$ cat config.mk
export PLATFORM = sky130hd
export DESIGN_NAME = dc_brake_jog_seq
export DESIGN_NICKNAME = d
export VERILOG_FILES = /design/src/inc/dcb_pkg.sv /design/src/inc/tick_if.sv /design/src/hdl/dc_brake_jog_seq.sv /design/src/hdl/tick_gen.sv /design/src/hdl/pin_sync.sv
export VERILOG_INCLUDE_DIRS = /design/src /design/src/inc
export SDC_FILE = /design/constraint.sdc
export NUM_CORES = 2
export LEC_CHECK = 0
export ABC_AREA = 1
export BUFFER_PORTS_ARGS = -buffer_cell sky130_fd_sc_hd__buf_2
export CELL_PAD_IN_SITES_DETAIL_PLACEMENT = 1
export CELL_PAD_IN_SITES_GLOBAL_PLACEMENT = 1
export CORE_AREA = 2 2 257 259
export DETAILED_ROUTE_END_ITERATION = 12
export DIE_AREA = 0 0 259 261
export GPL_TIMING_DRIVEN = 0
export PLACE_DENSITY = 0.92
export SLEW_MARGIN = 20
export SYNTH_ARGS = -nofsm -noshare
export SYNTH_HDL_FRONTEND = slang
export SYNTH_SLANG_ARGS = --single-unit
$ cat constraint.sdc
create_clock -name aclk -period 8.6 [get_ports aclk]
set_clock_uncertainty 0.05 [all_clocks]
set_input_delay 0.86 -clock aclk [delete_from_list [all_inputs] [get_ports aclk]]
set_output_delay 0.86 -clock aclk [all_outputs]
set_load 0.05 [all_outputs]
$ cat src/inc/dcb_params.svh
// constants for the dc brake and jog sequencer: offsets, reset values,
// field positions and timing counts; included wherever they are needed
`ifndef DCB_PARAMS_SVH
`define DCB_PARAMS_SVH
// register byte offsets on the axi4-lite slave
`define DCB_OFS_CTRL 8'h00
`define DCB_OFS_PREBLK 8'h04
`define DCB_OFS_STOPDUR 8'h08
`define DCB_OFS_STOPAMT 8'h0c
`define DCB_OFS_BRKFRQ 8'h10
`define DCB_OFS_STRTIME 8'h14
`define DCB_OFS_STRAMT 8'h18
`define DCB_OFS_JOGFRQ 8'h1c
`define DCB_OFS_STARTFRQ 8'h20
`define DCB_OFS_MAXFRQ 8'h24
`define DCB_OFS_RATEDCUR 8'h28
`define DCB_OFS_TARGET 8'h2c
`define DCB_OFS_RAMP 8'h30
`define DCB_OFS_INSEL 8'h34
`define DCB_OFS_STATUS 8'h38
// control word fields
`define DCB_CTRL_RUN 0
`define DCB_CTRL_MODE_LO 1
`define DCB_CTRL_INER_LO 3
`define DCB_INSEL_W 5
// reset values, frequencies in 0.01 hz, times in 0.01 s or 0.1 s
`define DCB_RST_PREBLK 13'h0000
`define DCB_RST_STOPDUR 10'h00a
`define DCB_RST_STOPAMT 8'h32
`define DCB_RST_BRKFRQ 16'h01f4
`define DCB_RST_STRTIME 10'h000
`define DCB_RST_STRAMT 8'h32
`define DCB_RST_JOGFRQ 16'h03e8
`define DCB_RST_STARTFRQ 16'h0032
`define DCB_RST_MAXFRQ 16'h1770
`define DCB_RST_RATEDCUR 16'h0064
`define DCB_RST_RAMP 16'h000a
// input function codes
`define DCB_FN_JOG 5'h04
`define DCB_FN_DCSTOP 5'h0b
`define DCB_FN_JOGFX 5'h18
// controller gain per inertia setting
`define DCB_GAIN_LOW 8'h10
`define DCB_GAIN_MID 8'h20
`define DCB_GAIN_HIGH 8'h40
// base tick: time in ms and clock in mhz give the count
`define DCB_TICK_MS 10
`define DCB_CLK_MHZ 200
`define DCB_TICK_CYCLES (`DCB_TICK_MS * `DCB_CLK_MHZ * 1000)
`define DCB_SLOW_DIV 10
`endif

$ cat src/inc/dcb_pkg.sv
// types for the dc brake and jog sequencer
// assumes nothing beyond a systemverilog compiler
package dcb_pkg;
   typedef enum logic [1:0] {
      STOP_DECEL = 2'h0,
      STOP_DCBRAKE = 2'h1,
      STOP_COAST = 2'h2
   } stop_mode_t;
   // gray coded along idle, start dc, run, decel, block, stop dc
   typedef enum logic [2:0] {
      ST_IDLE = 3'h0,
      ST_START_DC = 3'h1,
      ST_RUN = 3'h3,
      ST_DECEL = 3'h2,
      ST_BLOCK = 3'h6,
      ST_STOP_DC = 3'h7,
      ST_HOLD_DC = 3'h5
   } seq_state_t;
endpackage : dcb_pkg

$ cat src/inc/tick_if.sv
// tick enables shared between the divider and the sequencer
// assumes both ends run on the same clock
`timescale 1ns/1ps
interface tick_if;
   logic tick_fast; // every 0.01 s
   logic tick_slow; // every 0.1 s
   modport src (output tick_fast, output tick_slow);
   modport dst (input tick_fast, input tick_slow);
endinterface : tick_if

$ cat src/hdl/dc_brake_jog_seq.sv
// dc braking and jog sequencer with axi4-lite settings registers
// assumes one 200 mhz clock, synchronous low reset, async terminal pins
//
// What this block does
// - stop mode 1 selects dc braking stop; brake settings used only then
// - on stop, decelerate and inject dc once at brake start frequency
// - block output for the pre-brake time first, 0.00-60.00 s, reset 0
// - inject stop dc for brake duration, 0.0-60.0 s, reset 1.0
// - stop dc level is brake amount 0-200 percent of rated current
// - brake start frequency up to 60.00 hz, reset 5.00 hz, is threshold
// - skip stop dc injection when brake amount or duration is zero
// - controller gain chosen by inertia setting 0, 1 or 2
// - on start inject start amount for start time, then accelerate
// - skip start dc injection when start amount or time is zero
// - input with function 11 brakes with dc at stop, start amount level
// - every terminal is assignable; three standard, five advanced
// - jog frequency setting, reset 10.00 hz, commands speed during jog
// - input with function 4 runs forward jog while asserted
// - jog frequency confined between start and maximum frequency
// - jog overrides the software target command; no dwell in this block
// - input with function 24 runs forward jog while asserted
// - stop mode 0 ramps to zero; mode 2 cuts output at once
`timescale 1ns/1ps
`include "dcb_params.svh"
module dc_brake_jog_seq #(
   parameter int N_IN = 5, // 3 on standard i/o, 5 on advanced
   parameter int TICK_CYCLES = `DCB_TICK_CYCLES
) (
   input wire logic aclk,
   input wire logic aresetn,
   input wire logic [7:0] s_axi_awaddr,
   input wire logic s_axi_awvalid,
   output logic s_axi_awready,
   input wire logic [31:0] s_axi_wdata,
   input wire logic [3:0] s_axi_wstrb,
   input wire logic s_axi_wvalid,
   output logic s_axi_wready,
   output logic [1:0] s_axi_bresp,
   output logic s_axi_bvalid,
   input wire logic s_axi_bready,
   input wire logic [7:0] s_axi_araddr,
   input wire logic s_axi_arvalid,
   output logic s_axi_arready,
   output logic [31:0] s_axi_rdata,
   output logic [1:0] s_axi_rresp,
   output logic s_axi_rvalid,
   input wire logic s_axi_rready,
   input wire logic [N_IN-1:0] term_pin,
   output logic [15:0] out_freq,
   output logic out_block,
   output logic dc_inject,
   output logic [23:0] dc_current,
   output logic [7:0] dc_gain,
   output logic jog_active
);
   ////////////////////////////////////////////////////////////////////
   // settings registers
   logic run_cmd_r;
   dcb_pkg::stop_mode_t stop_mode_r;
   logic [1:0] inertia_r;
   logic [12:0] preblk_r;
   logic [9:0] stop_dur_r, start_time_r;
   logic [7:0] stop_amt_r, start_amt_r;
   logic [15:0] brk_frq_r, jog_frq_r, start_frq_r, max_frq_r;
   logic [15:0] rated_cur_r, target_r, ramp_r;
   logic [4:0] insel_r [N_IN];
   dcb_pkg::seq_state_t state_r;
   logic [15:0] freq_r;
   logic [12:0] cnt_r;
   logic [N_IN-1:0] term_lvl;

   tick_if ticks ();
   tick_gen #(.TICK_CYCLES(TICK_CYCLES)) u_tick (
      .aclk(aclk),
      .aresetn(aresetn),
      .ticks(ticks)
   );
   pin_sync #(.N(N_IN)) u_sync (
      .aclk(aclk),
      .aresetn(aresetn),
      .pin(term_pin),
      .level(term_lvl)
   );

   // any asserted terminal assigned the given function
   function automatic logic fn_active(input logic [4:0] code);
      logic hit;
      hit = 1'b0;
      for (int k = 0; k < N_IN; k++) begin
         if (term_lvl[k] && insel_r[k] == code) hit = 1'b1;
      end
      return hit;
   endfunction : fn_active

   // register read view; bit 32 flags a mapped offset
   function automatic logic [32:0] reg_read(input logic [7:0] a);
      logic [32:0] v;
      v = {1'b1, 32'h0};
      case (a)
         `DCB_OFS_CTRL: v[4:0] = {inertia_r, stop_mode_r, run_cmd_r};
         `DCB_OFS_PREBLK: v[12:0] = preblk_r;
         `DCB_OFS_STOPDUR: v[9:0] = stop_dur_r;
         `DCB_OFS_STOPAMT: v[7:0] = stop_amt_r;
         `DCB_OFS_BRKFRQ: v[15:0] = brk_frq_r;
         `DCB_OFS_STRTIME: v[9:0] = start_time_r;
         `DCB_OFS_STRAMT: v[7:0] = start_amt_r;
         `DCB_OFS_JOGFRQ: v[15:0] = jog_frq_r;
         `DCB_OFS_STARTFRQ: v[15:0] = start_frq_r;
         `DCB_OFS_MAXFRQ: v[15:0] = max_frq_r;
         `DCB_OFS_RATEDCUR: v[15:0] = rated_cur_r;
         `DCB_OFS_TARGET: v[15:0] = target_r;
         `DCB_OFS_RAMP: v[15:0] = ramp_r;
         `DCB_OFS_INSEL: begin
            for (int k = 0; k < N_IN; k++) begin
               v[k*`DCB_INSEL_W +: `DCB_INSEL_W] = insel_r[k];
            end
         end
         `DCB_OFS_STATUS: v[18:0] = {state_r, freq_r};
         default: v = 33'h0;
      endcase
      return v;
   endfunction : reg_read

   ////////////////////////////////////////////////////////////////////
   // axi4-lite slave
   logic aw_have_r, w_have_r;
   logic [7:0] aw_addr_r;
   logic [31:0] w_data_r;
   logic [3:0] w_strb_r;
   logic [32:0] wr_old;
   logic [31:0] wr_val;
   logic [32:0] rd_view;

   // processes, not assigns, so the reads inside the function wake them
   always_comb wr_old = reg_read(aw_addr_r);
   always_comb rd_view = reg_read({s_axi_araddr[7:2], 2'h0});
   // byte lanes merge over the current contents
   always_comb begin
      for (int b = 0; b < 4; b++) begin
         wr_val[b*8 +: 8] = w_strb_r[b] ? w_data_r[b*8 +: 8]
                                        : wr_old[b*8 +: 8];
      end
   end

   // address and data taken in either order, answer once both held
   always_ff @(posedge aclk) begin
      if (!aresetn) begin
         aw_have_r <= 1'b0;
         w_have_r <= 1'b0;
         aw_addr_r <= 8'h00;
         w_data_r <= 32'h0;
         w_strb_r <= 4'h0;
         s_axi_awready <= 1'b0;
         s_axi_wready <= 1'b0;
         s_axi_bvalid <= 1'b0;
         s_axi_bresp <= 2'h0;
      end else begin
         s_axi_awready <= !aw_have_r && !s_axi_awready && !s_axi_bvalid;
         s_axi_wready <= !w_have_r && !s_axi_wready && !s_axi_bvalid;
         if (s_axi_awvalid && s_axi_awready) begin
            aw_have_r <= 1'b1;
            aw_addr_r <= {s_axi_awaddr[7:2], 2'h0};
            s_axi_awready <= 1'b0;
         end
         if (s_axi_wvalid && s_axi_wready) begin
            w_have_r <= 1'b1;
            w_data_r <= s_axi_wdata;
            w_strb_r <= s_axi_wstrb;
            s_axi_wready <= 1'b0;
         end
         if (aw_have_r && w_have_r && !s_axi_bvalid) begin
            s_axi_bvalid <= 1'b1;
            s_axi_bresp <= wr_old[32] ? 2'h0 : 2'h2;
         end
         if (s_axi_bvalid && s_axi_bready) begin
            s_axi_bvalid <= 1'b0;
            aw_have_r <= 1'b0;
            w_have_r <= 1'b0;
         end
      end
   end

   // read channel; unmapped offsets answer slverr with zero data
   always_ff @(posedge aclk) begin
      if (!aresetn) begin
         s_axi_arready <= 1'b0;
         s_axi_rvalid <= 1'b0;
         s_axi_rdata <= 32'h0;
         s_axi_rresp <= 2'h0;
      end else begin
         s_axi_arready <= !s_axi_arready && !s_axi_rvalid;
         if (s_axi_arvalid && s_axi_arready) begin
            s_axi_arready <= 1'b0;
            s_axi_rvalid <= 1'b1;
            s_axi_rdata <= rd_view[31:0];
            s_axi_rresp <= rd_view[32] ? 2'h0 : 2'h2;
         end else if (s_axi_rvalid && s_axi_rready) begin
            s_axi_rvalid <= 1'b0;
         end
      end
   end

   // settings written when the write answer is raised
   always_ff @(posedge aclk) begin
      if (!aresetn) begin
         run_cmd_r <= 1'b0;
         stop_mode_r <= dcb_pkg::STOP_DECEL;
         inertia_r <= 2'h0;
         preblk_r <= `DCB_RST_PREBLK;
         stop_dur_r <= `DCB_RST_STOPDUR;
         stop_amt_r <= `DCB_RST_STOPAMT;
         brk_frq_r <= `DCB_RST_BRKFRQ;
         start_time_r <= `DCB_RST_STRTIME;
         start_amt_r <= `DCB_RST_STRAMT;
         jog_frq_r <= `DCB_RST_JOGFRQ;
         start_frq_r <= `DCB_RST_STARTFRQ;
         max_frq_r <= `DCB_RST_MAXFRQ;
         rated_cur_r <= `DCB_RST_RATEDCUR;
         target_r <= 16'h0000;
         ramp_r <= `DCB_RST_RAMP;
         for (int k = 0; k < N_IN; k++) insel_r[k] <= 5'(k);
      end else if (aw_have_r && w_have_r && !s_axi_bvalid) begin
         case (aw_addr_r)
            `DCB_OFS_CTRL: begin
               run_cmd_r <= wr_val[`DCB_CTRL_RUN];
               stop_mode_r <= dcb_pkg::stop_mode_t'(
                  wr_val[`DCB_CTRL_MODE_LO +: 2]);
               inertia_r <= wr_val[`DCB_CTRL_INER_LO +: 2];
            end
            `DCB_OFS_PREBLK: preblk_r <= wr_val[12:0];
            `DCB_OFS_STOPDUR: stop_dur_r <= wr_val[9:0];
            `DCB_OFS_STOPAMT: stop_amt_r <= wr_val[7:0];
            `DCB_OFS_BRKFRQ: brk_frq_r <= wr_val[15:0];
            `DCB_OFS_STRTIME: start_time_r <= wr_val[9:0];
            `DCB_OFS_STRAMT: start_amt_r <= wr_val[7:0];
            `DCB_OFS_JOGFRQ: jog_frq_r <= wr_val[15:0];
            `DCB_OFS_STARTFRQ: start_frq_r <= wr_val[15:0];
            `DCB_OFS_MAXFRQ: max_frq_r <= wr_val[15:0];
            `DCB_OFS_RATEDCUR: rated_cur_r <= wr_val[15:0];
            `DCB_OFS_TARGET: target_r <= wr_val[15:0];
            `DCB_OFS_RAMP: ramp_r <= wr_val[15:0];
            `DCB_OFS_INSEL: begin
               for (int k = 0; k < N_IN; k++) begin
                  insel_r[k] <= wr_val[k*`DCB_INSEL_W +: `DCB_INSEL_W];
               end
            end
            default: ;
         endcase
      end
   end

   ////////////////////////////////////////////////////////////////////
   // command selection
   logic jog_req, run_req, dc_term_req;
   logic [15:0] cmd_frq, jog_lim, brk_lim;
   logic stop_dc_ok, start_dc_ok;

   // terminal requests; a process so the terminal levels wake it
   always_comb begin
      jog_req = fn_active(`DCB_FN_JOG)
              || fn_active(`DCB_FN_JOGFX);
      dc_term_req = fn_active(`DCB_FN_DCSTOP);
   end
   assign run_req = run_cmd_r || jog_req;
   assign stop_dc_ok = stop_amt_r != 8'h00 && stop_dur_r != 10'h000;
   assign start_dc_ok = start_amt_r != 8'h00
                        && start_time_r != 10'h000;
   // clamp the jog speed between start and maximum frequency
   assign jog_lim = (jog_frq_r < start_frq_r) ? start_frq_r
                  : (jog_frq_r > max_frq_r) ? max_frq_r : jog_frq_r;
   assign brk_lim = (brk_frq_r < start_frq_r) ? start_frq_r : brk_frq_r;
   // jog wins over the software command; no dwell lives in this block
   always_comb begin
      if (jog_req) cmd_frq = jog_lim;
      else if (target_r < start_frq_r) cmd_frq = 16'h0000;
      else if (target_r > max_frq_r) cmd_frq = max_frq_r;
      else cmd_frq = target_r;
   end

   // ramp one step per 0.01 s tick, saturating at the goal
   logic [16:0] up_sum;
   logic [15:0] ramp_up, ramp_dn;
   assign up_sum = {1'b0, freq_r} + {1'b0, ramp_r};
   assign ramp_up = (up_sum >= {1'b0, cmd_frq}) ? cmd_frq : up_sum[15:0];
   assign ramp_dn = (freq_r <= ramp_r) ? 16'h0000 : freq_r - ramp_r;

   ////////////////////////////////////////////////////////////////////
   // sequencer; counts in 0.01 s ticks for block, 0.1 s for injection
   always_ff @(posedge aclk) begin
      if (!aresetn) begin
         state_r <= dcb_pkg::ST_IDLE;
         freq_r <= 16'h0000;
         cnt_r <= 13'h0000;
      end else begin
         case (state_r)
            dcb_pkg::ST_IDLE: begin
               freq_r <= 16'h0000;
               if (run_req && start_dc_ok) begin
                  state_r <= dcb_pkg::ST_START_DC;
                  cnt_r <= {3'h0, start_time_r};
               end else if (run_req) begin
                  state_r <= dcb_pkg::ST_RUN;
               end else if (dc_term_req) begin
                  state_r <= dcb_pkg::ST_HOLD_DC;
               end
            end
            dcb_pkg::ST_START_DC: begin
               if (!run_req) state_r <= dcb_pkg::ST_IDLE;
               else if (cnt_r == 13'h0000) state_r <= dcb_pkg::ST_RUN;
               else if (ticks.tick_slow) cnt_r <= cnt_r - 13'h1;
            end
            dcb_pkg::ST_RUN: begin
               if (!run_req) begin
                  // coast drops the output in the same edge
                  if (stop_mode_r == dcb_pkg::STOP_COAST) begin
                     state_r <= dcb_pkg::ST_IDLE;
                     freq_r <= 16'h0000;
                  end else begin
                     state_r <= dcb_pkg::ST_DECEL;
                  end
               end else if (ticks.tick_fast) begin
                  freq_r <= (freq_r < cmd_frq) ? ramp_up
                          : (ramp_dn < cmd_frq) ? cmd_frq : ramp_dn;
               end
            end
            dcb_pkg::ST_DECEL: begin
               if (run_req) begin
                  state_r <= dcb_pkg::ST_RUN;
               end else if (stop_mode_r == dcb_pkg::STOP_DCBRAKE
                            && stop_dc_ok && freq_r <= brk_lim) begin
                  state_r <= dcb_pkg::ST_BLOCK;
                  freq_r <= 16'h0000;
                  cnt_r <= preblk_r;
               end else if (freq_r == 16'h0000) begin
                  state_r <= dcb_pkg::ST_IDLE;
               end else if (ticks.tick_fast) begin
                  freq_r <= ramp_dn;
               end
            end
            dcb_pkg::ST_BLOCK: begin
               if (cnt_r == 13'h0000) begin
                  state_r <= dcb_pkg::ST_STOP_DC;
                  cnt_r <= {3'h0, stop_dur_r};
               end else if (ticks.tick_fast) begin
                  cnt_r <= cnt_r - 13'h1;
               end
            end
            dcb_pkg::ST_STOP_DC: begin
               if (cnt_r == 13'h0000) state_r <= dcb_pkg::ST_IDLE;
               else if (ticks.tick_slow) cnt_r <= cnt_r - 13'h1;
            end
            dcb_pkg::ST_HOLD_DC: begin
               if (run_req || !dc_term_req) state_r <= dcb_pkg::ST_IDLE;
            end
            default: state_r <= dcb_pkg::ST_IDLE;
         endcase
      end
   end

   ////////////////////////////////////////////////////////////////////
   // power stage outputs, all registered
   logic inj_stop, inj_start;
   assign inj_stop = state_r == dcb_pkg::ST_STOP_DC;
   assign inj_start = state_r == dcb_pkg::ST_START_DC
                    || state_r == dcb_pkg::ST_HOLD_DC;
   always_ff @(posedge aclk) begin
      if (!aresetn) begin
         out_freq <= 16'h0000;
         out_block <= 1'b1;
         dc_inject <= 1'b0;
         dc_current <= 24'h000000;
         jog_active <= 1'b0;
      end else begin
         out_freq <= freq_r;
         out_block <= state_r == dcb_pkg::ST_IDLE
                   || state_r == dcb_pkg::ST_BLOCK;
         dc_inject <= inj_stop || inj_start;
         // level as amount times rated current, percent units
         if (inj_stop)
            dc_current <= 24'(stop_amt_r) * 24'(rated_cur_r);
         else if (inj_start)
            dc_current <= 24'(start_amt_r) * 24'(rated_cur_r);
         else dc_current <= 24'h000000;
         jog_active <= jog_req && (state_r == dcb_pkg::ST_RUN);
      end
   end

   // brake controller gain from load inertia
   always_ff @(posedge aclk) begin
      if (!aresetn) dc_gain <= `DCB_GAIN_LOW;
      else begin
         case (inertia_r)
            2'h0: dc_gain <= `DCB_GAIN_LOW;
            2'h1: dc_gain <= `DCB_GAIN_MID;
            default: dc_gain <= `DCB_GAIN_HIGH;
         endcase
      end
   end
endmodule : dc_brake_jog_seq

$ cat src/hdl/tick_gen.sv
// divider making the 0.01 s and 0.1 s enable pulses
// assumes aclk at the rate the top passes in as the cycle count
`timescale 1ns/1ps
`include "dcb_params.svh"
module tick_gen #(
   parameter int TICK_CYCLES = `DCB_TICK_CYCLES
) (
   input wire logic aclk,
   input wire logic aresetn,
   tick_if.src ticks
);
   logic [31:0] div_r;
   logic [3:0] slow_r;

   // free running divider; first pulse lands within one period
   always_ff @(posedge aclk) begin
      if (!aresetn) begin
         div_r <= 32'h0;
         slow_r <= 4'h0;
         ticks.tick_fast <= 1'b0;
         ticks.tick_slow <= 1'b0;
      end else begin
         ticks.tick_fast <= 1'b0;
         ticks.tick_slow <= 1'b0;
         if (div_r == 32'(TICK_CYCLES - 1)) begin
            div_r <= 32'h0;
            ticks.tick_fast <= 1'b1;
            if (slow_r == 4'(`DCB_SLOW_DIV - 1)) begin
               slow_r <= 4'h0;
               ticks.tick_slow <= 1'b1;
            end else begin
               slow_r <= slow_r + 4'h1;
            end
         end else begin
            div_r <= div_r + 32'h1;
         end
      end
   end
endmodule : tick_gen

$ cat src/hdl/pin_sync.sv
// three flop synchroniser with agreement filter for terminal pins
// assumes pins are asynchronous to aclk
`timescale 1ns/1ps
module pin_sync #(
   parameter int N = 5
) (
   input wire logic aclk,
   input wire logic aresetn,
   input wire logic [N-1:0] pin,
   output logic [N-1:0] level
);
   genvar i;
   generate
      for (i = 0; i < N; i++) begin : g_sync
         logic s1_r, s2_r, s3_r;
         // s1 only feeds s2; a change counts once s2 and s3 agree
         always_ff @(posedge aclk) begin
            if (!aresetn) begin
               s1_r <= 1'b0;
               s2_r <= 1'b0;
               s3_r <= 1'b0;
               level[i] <= 1'b0;
            end else begin
               s1_r <= pin[i];
               s2_r <= s1_r;
               s3_r <= s2_r;
               if (s2_r == s3_r) level[i] <= s3_r;
            end
         end
      end
   endgenerate
endmodule : pin_sync

* Yosys cells after proc, flatten, opt, wreduce, memory -nomap -nowiden *
Memories as Yosys holds them, arrays and structs flattened.
Cells that the tools add are included.
Widths: inputs -> output; s select.

storage, ports and cells
  memories kept = 1
  bits in latches = 0
  logic and storage cells = 340
  memory bits (read-only) = 0
  flip-flop bits (word level) = 385
  output and inout bits = 92
  memory bits (writable) = 25

operators by class
  add/sub/neg operators = 5
  divide/modulo/power cells = 0
  bitwise logic cells = 6
  shift-type cells = 0
  muxes and demuxes = 96
  equal/unequal tests = 75
  multiply operators = 2
  magnitude comparators = 10
  reductions and logical operators = 84

memory list
  name     depth  bits a word  read ports  clocked after memory_dff  wr ports  line                    RTL
  insel_r  5      5            5           0                         5         dc_brake_jog_seq.sv:66  logic [4:0] insel_r [N_IN];

operators with widths
  kind                   number
  $mux 16                17
  $pmux 5 s15            2
  $mux 13                8
  $eq 6x4->1 const B     14
  $pmux 3 s14            2
  $lt 16x16->1           5
  $pmux 13 s5            1
  $pmux 3 s10            2
  $pmux 3 s9             2
  $eq 6x3->1 const B     8
  $mul 8x16->24          2
  $mux 24                2
  $pmux 16 s3            1
  $pmux 2 s12            2
  $mux 8                 5
  $mux 3                 12
  $logic_and 1x1->1      33
  $add 32x1->32 const B  1
  $eq 32x21->1 const B   1
  $gt 16x16->1           2
  $le 16x16->1           2
  $reduce_or 15->1       2
  $reduce_and 2->1       14
  $eq 5x3->1 const B     5
  other kinds (47)       133

* Logic depth before layout (Yosys ltp) *
An unclocked memory read counts as a cell.

  depth after elaboration = 16
  gate-level depth with buffers = 38
  mapped depth without buffers = 36

* Hierarchy *
From an unflattened synthesis, not the netlist that was laid out.

unflattened totals
  cell total of the unflattened synthesis = 4,745
  area, all modules = 32,884.0 um2

by module, submodules not included
  module            cells an instance  area an instance (um2)  instances
  dc_brake_jog_seq  4,311              30,000.0                1
  tick_gen          367                2,252.2                 1
  pin_sync          67                 631.9                   1

* Least setup slack after synthesis *
Ideal clock, no wire load.

  path type = reg-to-reg
  from = register rated_cur_r[1]
  to = register dc_current[23]
  stages on the path, launching flop included = 26
  data arrival time = 5.024 ns
  slack = 3.456 ns
  path buffers = 2
  cells stage by stage = dfxtp_1 clkbuf_1 clkbuf_1 nand2_1 fa_1 inv_1 fa_1 fa_1 fa_1 ha_1 a21o_1 a21oi_1 inv_1 nand2_1 nand3_1 a21boi_1 o21ai_0 a21boi_1 o21ai_0 nand2_1 nand2_1 a21oi_1 inv_1 nand2_1 nand3_1 a21oi_1

on the way
  longest elaborated chain between the ends = 3
  elaborated cells between the ends (all ways) = 4

RTL lines
  element                 line                     RTL
  start, declared         dc_brake_jog_seq.sv:65   logic [15:0] rated_cur_r, target_r, ramp_r;
  start signal, assigned  dc_brake_jog_seq.sv:218  rated_cur_r <= `DCB_RST_RATEDCUR;
  start signal, assigned  dc_brake_jog_seq.sv:239  `DCB_OFS_RATEDCUR: rated_cur_r <= wr_val[15:0];
  $mul 8x16->24           dc_brake_jog_seq.sv:382  dc_current <= 24'(start_amt_r) * 24'(rated_cur_r);
  $mux 24                 dc_brake_jog_seq.sv:381  else if (inj_start)
  $mux 24 (*)             dc_brake_jog_seq.sv:379  if (inj_stop)
  end signal, assigned    dc_brake_jog_seq.sv:380  dc_current <= 24'(stop_amt_r) * 24'(rated_cur_r);
  end signal, assigned    dc_brake_jog_seq.sv:382
  end, declared           dc_brake_jog_seq.sv:52   output logic [23:0] dc_current,

Mark *: on every way between the ends. The rest lies on a longest branch, timed or not.
A chain may end at the register's enable or synchronous reset.

* Worst setup path after layout *
  from = register start_frq_r[1]
  to = register freq_r[15]

on the way
  longest elaborated chain between the ends = 9
  elaborated cells between the ends (all ways) = 23

RTL lines
  element                                       line                                              RTL
  start, declared                               dc_brake_jog_seq.sv:64                            logic [15:0] brk_frq_r, jog_frq_r, start_frq_r, max_frq_r;
  start signal, assigned                        dc_brake_jog_seq.sv:216                           start_frq_r <= `DCB_RST_STARTFRQ;
  start signal, assigned                        dc_brake_jog_seq.sv:237                           `DCB_OFS_STARTFRQ: start_frq_r <= wr_val[15:0];
  $lt 16x16->1, on equally long branches        dc_brake_jog_seq.sv:275, dc_brake_jog_seq.sv:269
  $mux 16, on equally long branches             dc_brake_jog_seq.sv:275, dc_brake_jog_seq.sv:269
  $mux 16                                       dc_brake_jog_seq.sv:274                           if (jog_req) cmd_frq = jog_lim;
  $ge 17x16->1 or $lt 16x16->1 (tied branches)  dc_brake_jog_seq.sv:284, dc_brake_jog_seq.sv:323
  $mux 16, on equally long branches             dc_brake_jog_seq.sv:284, dc_brake_jog_seq.sv:323
  $mux 16                                       dc_brake_jog_seq.sv:322                           freq_r <= (freq_r < cmd_frq) ? ramp_up
  $mux 16                                       dc_brake_jog_seq.sv:321                           end else if (ticks.tick_fast) begin
  $mux 16                                       dc_brake_jog_seq.sv:313                           if (!run_req) begin
  $pmux 16 s3                                   dc_brake_jog_seq.sv:295                           case (state_r)
  end signal, assigned                          dc_brake_jog_seq.sv:322
  end signal, assigned                          dc_brake_jog_seq.sv:337                           freq_r <= ramp_dn;
  end, declared                                 dc_brake_jog_seq.sv:68                            logic [15:0] freq_r;

Parallel ways exist; a longest one is shown, timed or not. The select of a mux whose other input is x is not followed.

==> results.py <==
metrics = {
    "routing": {
        "totalWireLength_um": 153000,
        "top_layer": "met4",
        "drtIter0Drc": 3373,
        "routed_via_density": 6.11,
        "wl_per_cell_um": 27.0,
        "drc": 0,
        "wl_met3_um": 13700,
        "met1Wirelength_um": 59700,
        "firstDrtPassIters": 6,
        "route.met2.wl_um": 69500,
        "final_antenna_net_count": 0,
        "num_vias": 34700,
    },
    "synthesis": {
        "synthesis.area_mm2": 0.0322,
        "synthCells": 4583,
        "synth_edf_count": 25,
        "yosys_warnings": 0,
        "synth_top_area_share_pct": 23.1,
        "synth-async-reset-ratio_pct": 0,
        "synth_area_leaders": "dfxtp_1, nand2_1, fa_1",
        "synth_ff_type": "dfxtp_1",
        "syn_area_per_cell_um2": 7.03,
        "yosysTopAreaCell": "dfxtp_1",
        "ys_ff_latch": 396,
        "ys_types": 72,
        "ys_seq_area_share_pct": 25.4,
    },
    "placed_design": {
        "port_buffers": 130,
        "place_area_mm2": 0.0341,
        "gp_congestion": 1.05,
        "placed_cells": 5594,
        "place_ws_ns": 1.68,
        "dp_hpwl_um": 118000,
    },
    "setup_path": {
        "cpMostUsedCell": "nand2_1",
        "reg2reg_depth": 29,
        "crit_buf_inv": 4,
        "cp_slowest_cell": "nor4_4",
        "crit_path_start_kind": "flop",
        "r2r_setup_slack_ns": 1.40,
        "worst_ep_arrival_time_ns": 7.70,
        "path_max_fanout": 10,
        "r2r_end": "freq_r[15]$_SDFFE_PN0P_",
        "required_ns": 9.09,
        "timing.rr.start": "start_frq_r[1]$_SDFFE_PN1P_",
        "critical_path_class": "reg -> reg",
        "slowest_delay_ns": 0.75,
        "crit_path_end_kind": "flop",
        "cp_top_family": "compound AO/OA/AOI/OAI gates",
        "cp.depth": 29,
    },
    "clock_network": {
        "cts-buffers-inserted": 47,
        "cts_sinks": 396,
        "cts-root-buf": "clkbuf_16",
        "ctsResizeCount": 0,
        "clk_latency_ns": 0.62,
        "postCtsSetupBuffers": 0,
        "clock_path_buffers": 3,
        "hold_buffers": 0,
        "cts_max_level": 2,
        "clkTransAtPathRegs_ns": 0.06,
        "cts_tree": "built",
    },
    "global_route": {
        "antenna_found_initial": 6,
        "grt_max_degree": 17,
        "grtUsageTotal_pct": 44.8,
        "overflow": 0,
        "grt_pass1_vias": 36100,
        "grt_pass1_wl_um": 227000,
    },
    "floorplanning": {
        "io_pins": 156,
        "initial_utilization_pct": 49.5,
        "coreArea_mm2": 0.0650,
        "die_w_um": 259,
        "die_area_mm2": 0.0676,
        "die_y_um": 261,
        "core.rowCount": 94,
    },
    "timing": {
        "rsz0062_at_grt": "no",
        "timing.slew.headroom_pct": 12.9,
        "timing.final.crit_share_pct": 83.8,
        "setup_viol": 0,
        "hold_viol": 0,
        "slew_viol_final": 0,
        "fin_setup_tns_ns": 0,
        "fin_hold_ws_ns": 0.374,
        "layout_min_cycle_time_ns": 7.20,
        "fin_ws_ns": 1.40,
        "fmax_ghz": 0.139,
        "worst_pin_slew_ns": 1.30,
    },
    "flow_run": {
        "drv_cap": 0,
    },
    "finish": {
        "nFillCells": 8527,
        "final_cell_mix": "nand2_1, inv_1, a21oi_1, o21ai_0, dfxtp_1",
        "seq_area_mm2": 0.00818,
        "multi_input_area_mm2": 0.0198,
        "drive_gt1_share_pct": 6.69,
        "nNetsFinal": 5274,
        "area_growth_pct": 11.1,
        "final_core_util_pct": 55.0,
        "fin_cells": 5681,
        "final_cell_area_mm2": 0.0358,
        "layout_commonest_cell": "nand2_1",
    },
    "hold_path": {
        "min_from": "u_sync.g_sync[1].s1_r$_SDFF_PN0_",
        "min_to": "u_sync.g_sync[1].s2_r$_SDFF_PN0_",
        "hold_path.class": "reg -> reg",
        "whs_path_depth": 2,
    },
    "power": {
        "power_leakage_nw": 18.3,
        "p_total_mw": 4.91,
        "power.density_mw_per_mm2": 137,
        "irDropWorstVdd_uv": 247,
    },
    "status": {
        "status": "complete, no violations",
    },
}
[Yosys cell counts, types with 8 or more instances]
| cell | n |
|---|---|
| or2_2 | 10 |
| o221ai_1 | 23 |
| nand3_1 | 108 |
| a21o_1 | 8 |
| buf_4 | 16 |
| ha_1 | 261 |
| nor4_1 | 33 |
| o21ai_0 | 386 |
| inv_1 | 892 |
| a21oi_1 | 443 |
| nand2_2 | 8 |
| nor3_1 | 45 |
| o22ai_1 | 102 |
| o41ai_1 | 12 |
| clkbuf_1 | 161 |
| dfxtp_1 | 371 |
| o211ai_1 | 23 |
| a221oi_1 | 41 |
| nor2_1 | 239 |
| buf_1 | 21 |
| o2111ai_1 | 15 |
| nand4_1 | 37 |
| buf_2 | 8 |
| edfxtp_1 | 25 |
| inv_2 | 15 |
| a211oi_1 | 18 |
| nand2_1 | 907 |
| clkinv_1 | 8 |
| nor2_2 | 10 |
| xnor2_1 | 9 |
| o21ai_1 | 30 |
| xor2_1 | 36 |
| a22oi_1 | 8 |
| fa_1 | 170 |
[cell type report]
class | count | share of cell area (%)
multi-input combinational | 3074 | 55.3
antenna | 1 | 0.00699
timing repair buffer | 134 | 1.92
tap | 864 | 3.02
buffer | 209 | 2.45
sequential | 396 | 22.9
clock buffer | 64 | 3.78
clock inverter | 22 | 1.03
inverter | 917 | 9.63
[worst min-delay path, cell delays in order (launching register included)]
cell     delay [ns]
dfxtp_1        0.31
nand2_1        0.05
inv_1          0.04
[kinds of logic after synthesis]
| kind of cell | count (synthesis) | share of synthesized area, % |
|---|---|---|
| AO/OA/AOI/OAI | 1152 | 20.4 |
| XOR/XNOR | 45 | 1.22 |
| adder cells (fa/ha/maj) | 431 | 20.7 |
| buffers and inverters | 1126 | 13.4 |
| flip-flops | 396 | 25.4 |
| other | 1 | 0.0116 |
| AND/OR/NAND/NOR | 1432 | 18.9 |
[worst max path at each step]
| stage | to | from |
|---|---|---|
| 5_1_grt | freq_r[15]$_SDFFE_PN0P_ | start_frq_r[1]$_SDFFE_PN1P_ |
| 2_1_floorplan | dc_current[23]$_SDFF_PN0_ | rated_cur_r[1]$_SDFFE_PN0P_ |
| 3_5_place_dp | freq_r[15]$_SDFFE_PN0P_ | start_frq_r[1]$_SDFFE_PN1P_ |
| 3_3_place_gp | freq_r[10]$_SDFFE_PN0P_ | start_frq_r[1]$_SDFFE_PN1P_ |
| 4_1_cts | freq_r[15]$_SDFFE_PN0P_ | start_frq_r[1]$_SDFFE_PN1P_ |
| 6_report | freq_r[15]$_SDFFE_PN0P_ | start_frq_r[1]$_SDFFE_PN1P_ |
[registers in the layout, indices dropped and copies added (netlist names), 6 cells and up]
register and cells:
max_frq_r 16, start_frq_r 16, ramp_r 16, w_data_r 25, cnt_r 13, jog_frq_r 16, aw_addr_r 6, freq_r 16
insel_r 25, s_axi_rdata 25, start_time_r 10, brk_frq_r 16, stop_dur_r 10, u_tick.div_r 32, preblk_r 13, start_amt_r 8
out_freq 16, stop_amt_r 8, rated_cur_r 16, dc_current 24, target_r 16
[power breakdown]
| part | total [mW] | switching, mW | leakage (nW) | internal, mW |
|---|---|---|---|---|
| logic | 0.699 | 0.531 | 14.2 | 0.168 |
| clock network | 2.26 | 0.911 | 0.843 | 1.35 |
| registers | 1.95 | 0.0398 | 3.24 | 1.91 |
[routing by layer]
metal	track usage, %	up-vias
li1	-	15300
met1	55.4	17200
met2	73.0	1752
met3	8.71	461
met4	26.0	0
met5	0	-
Note: power is estimated with default switching activity, not from simulation.
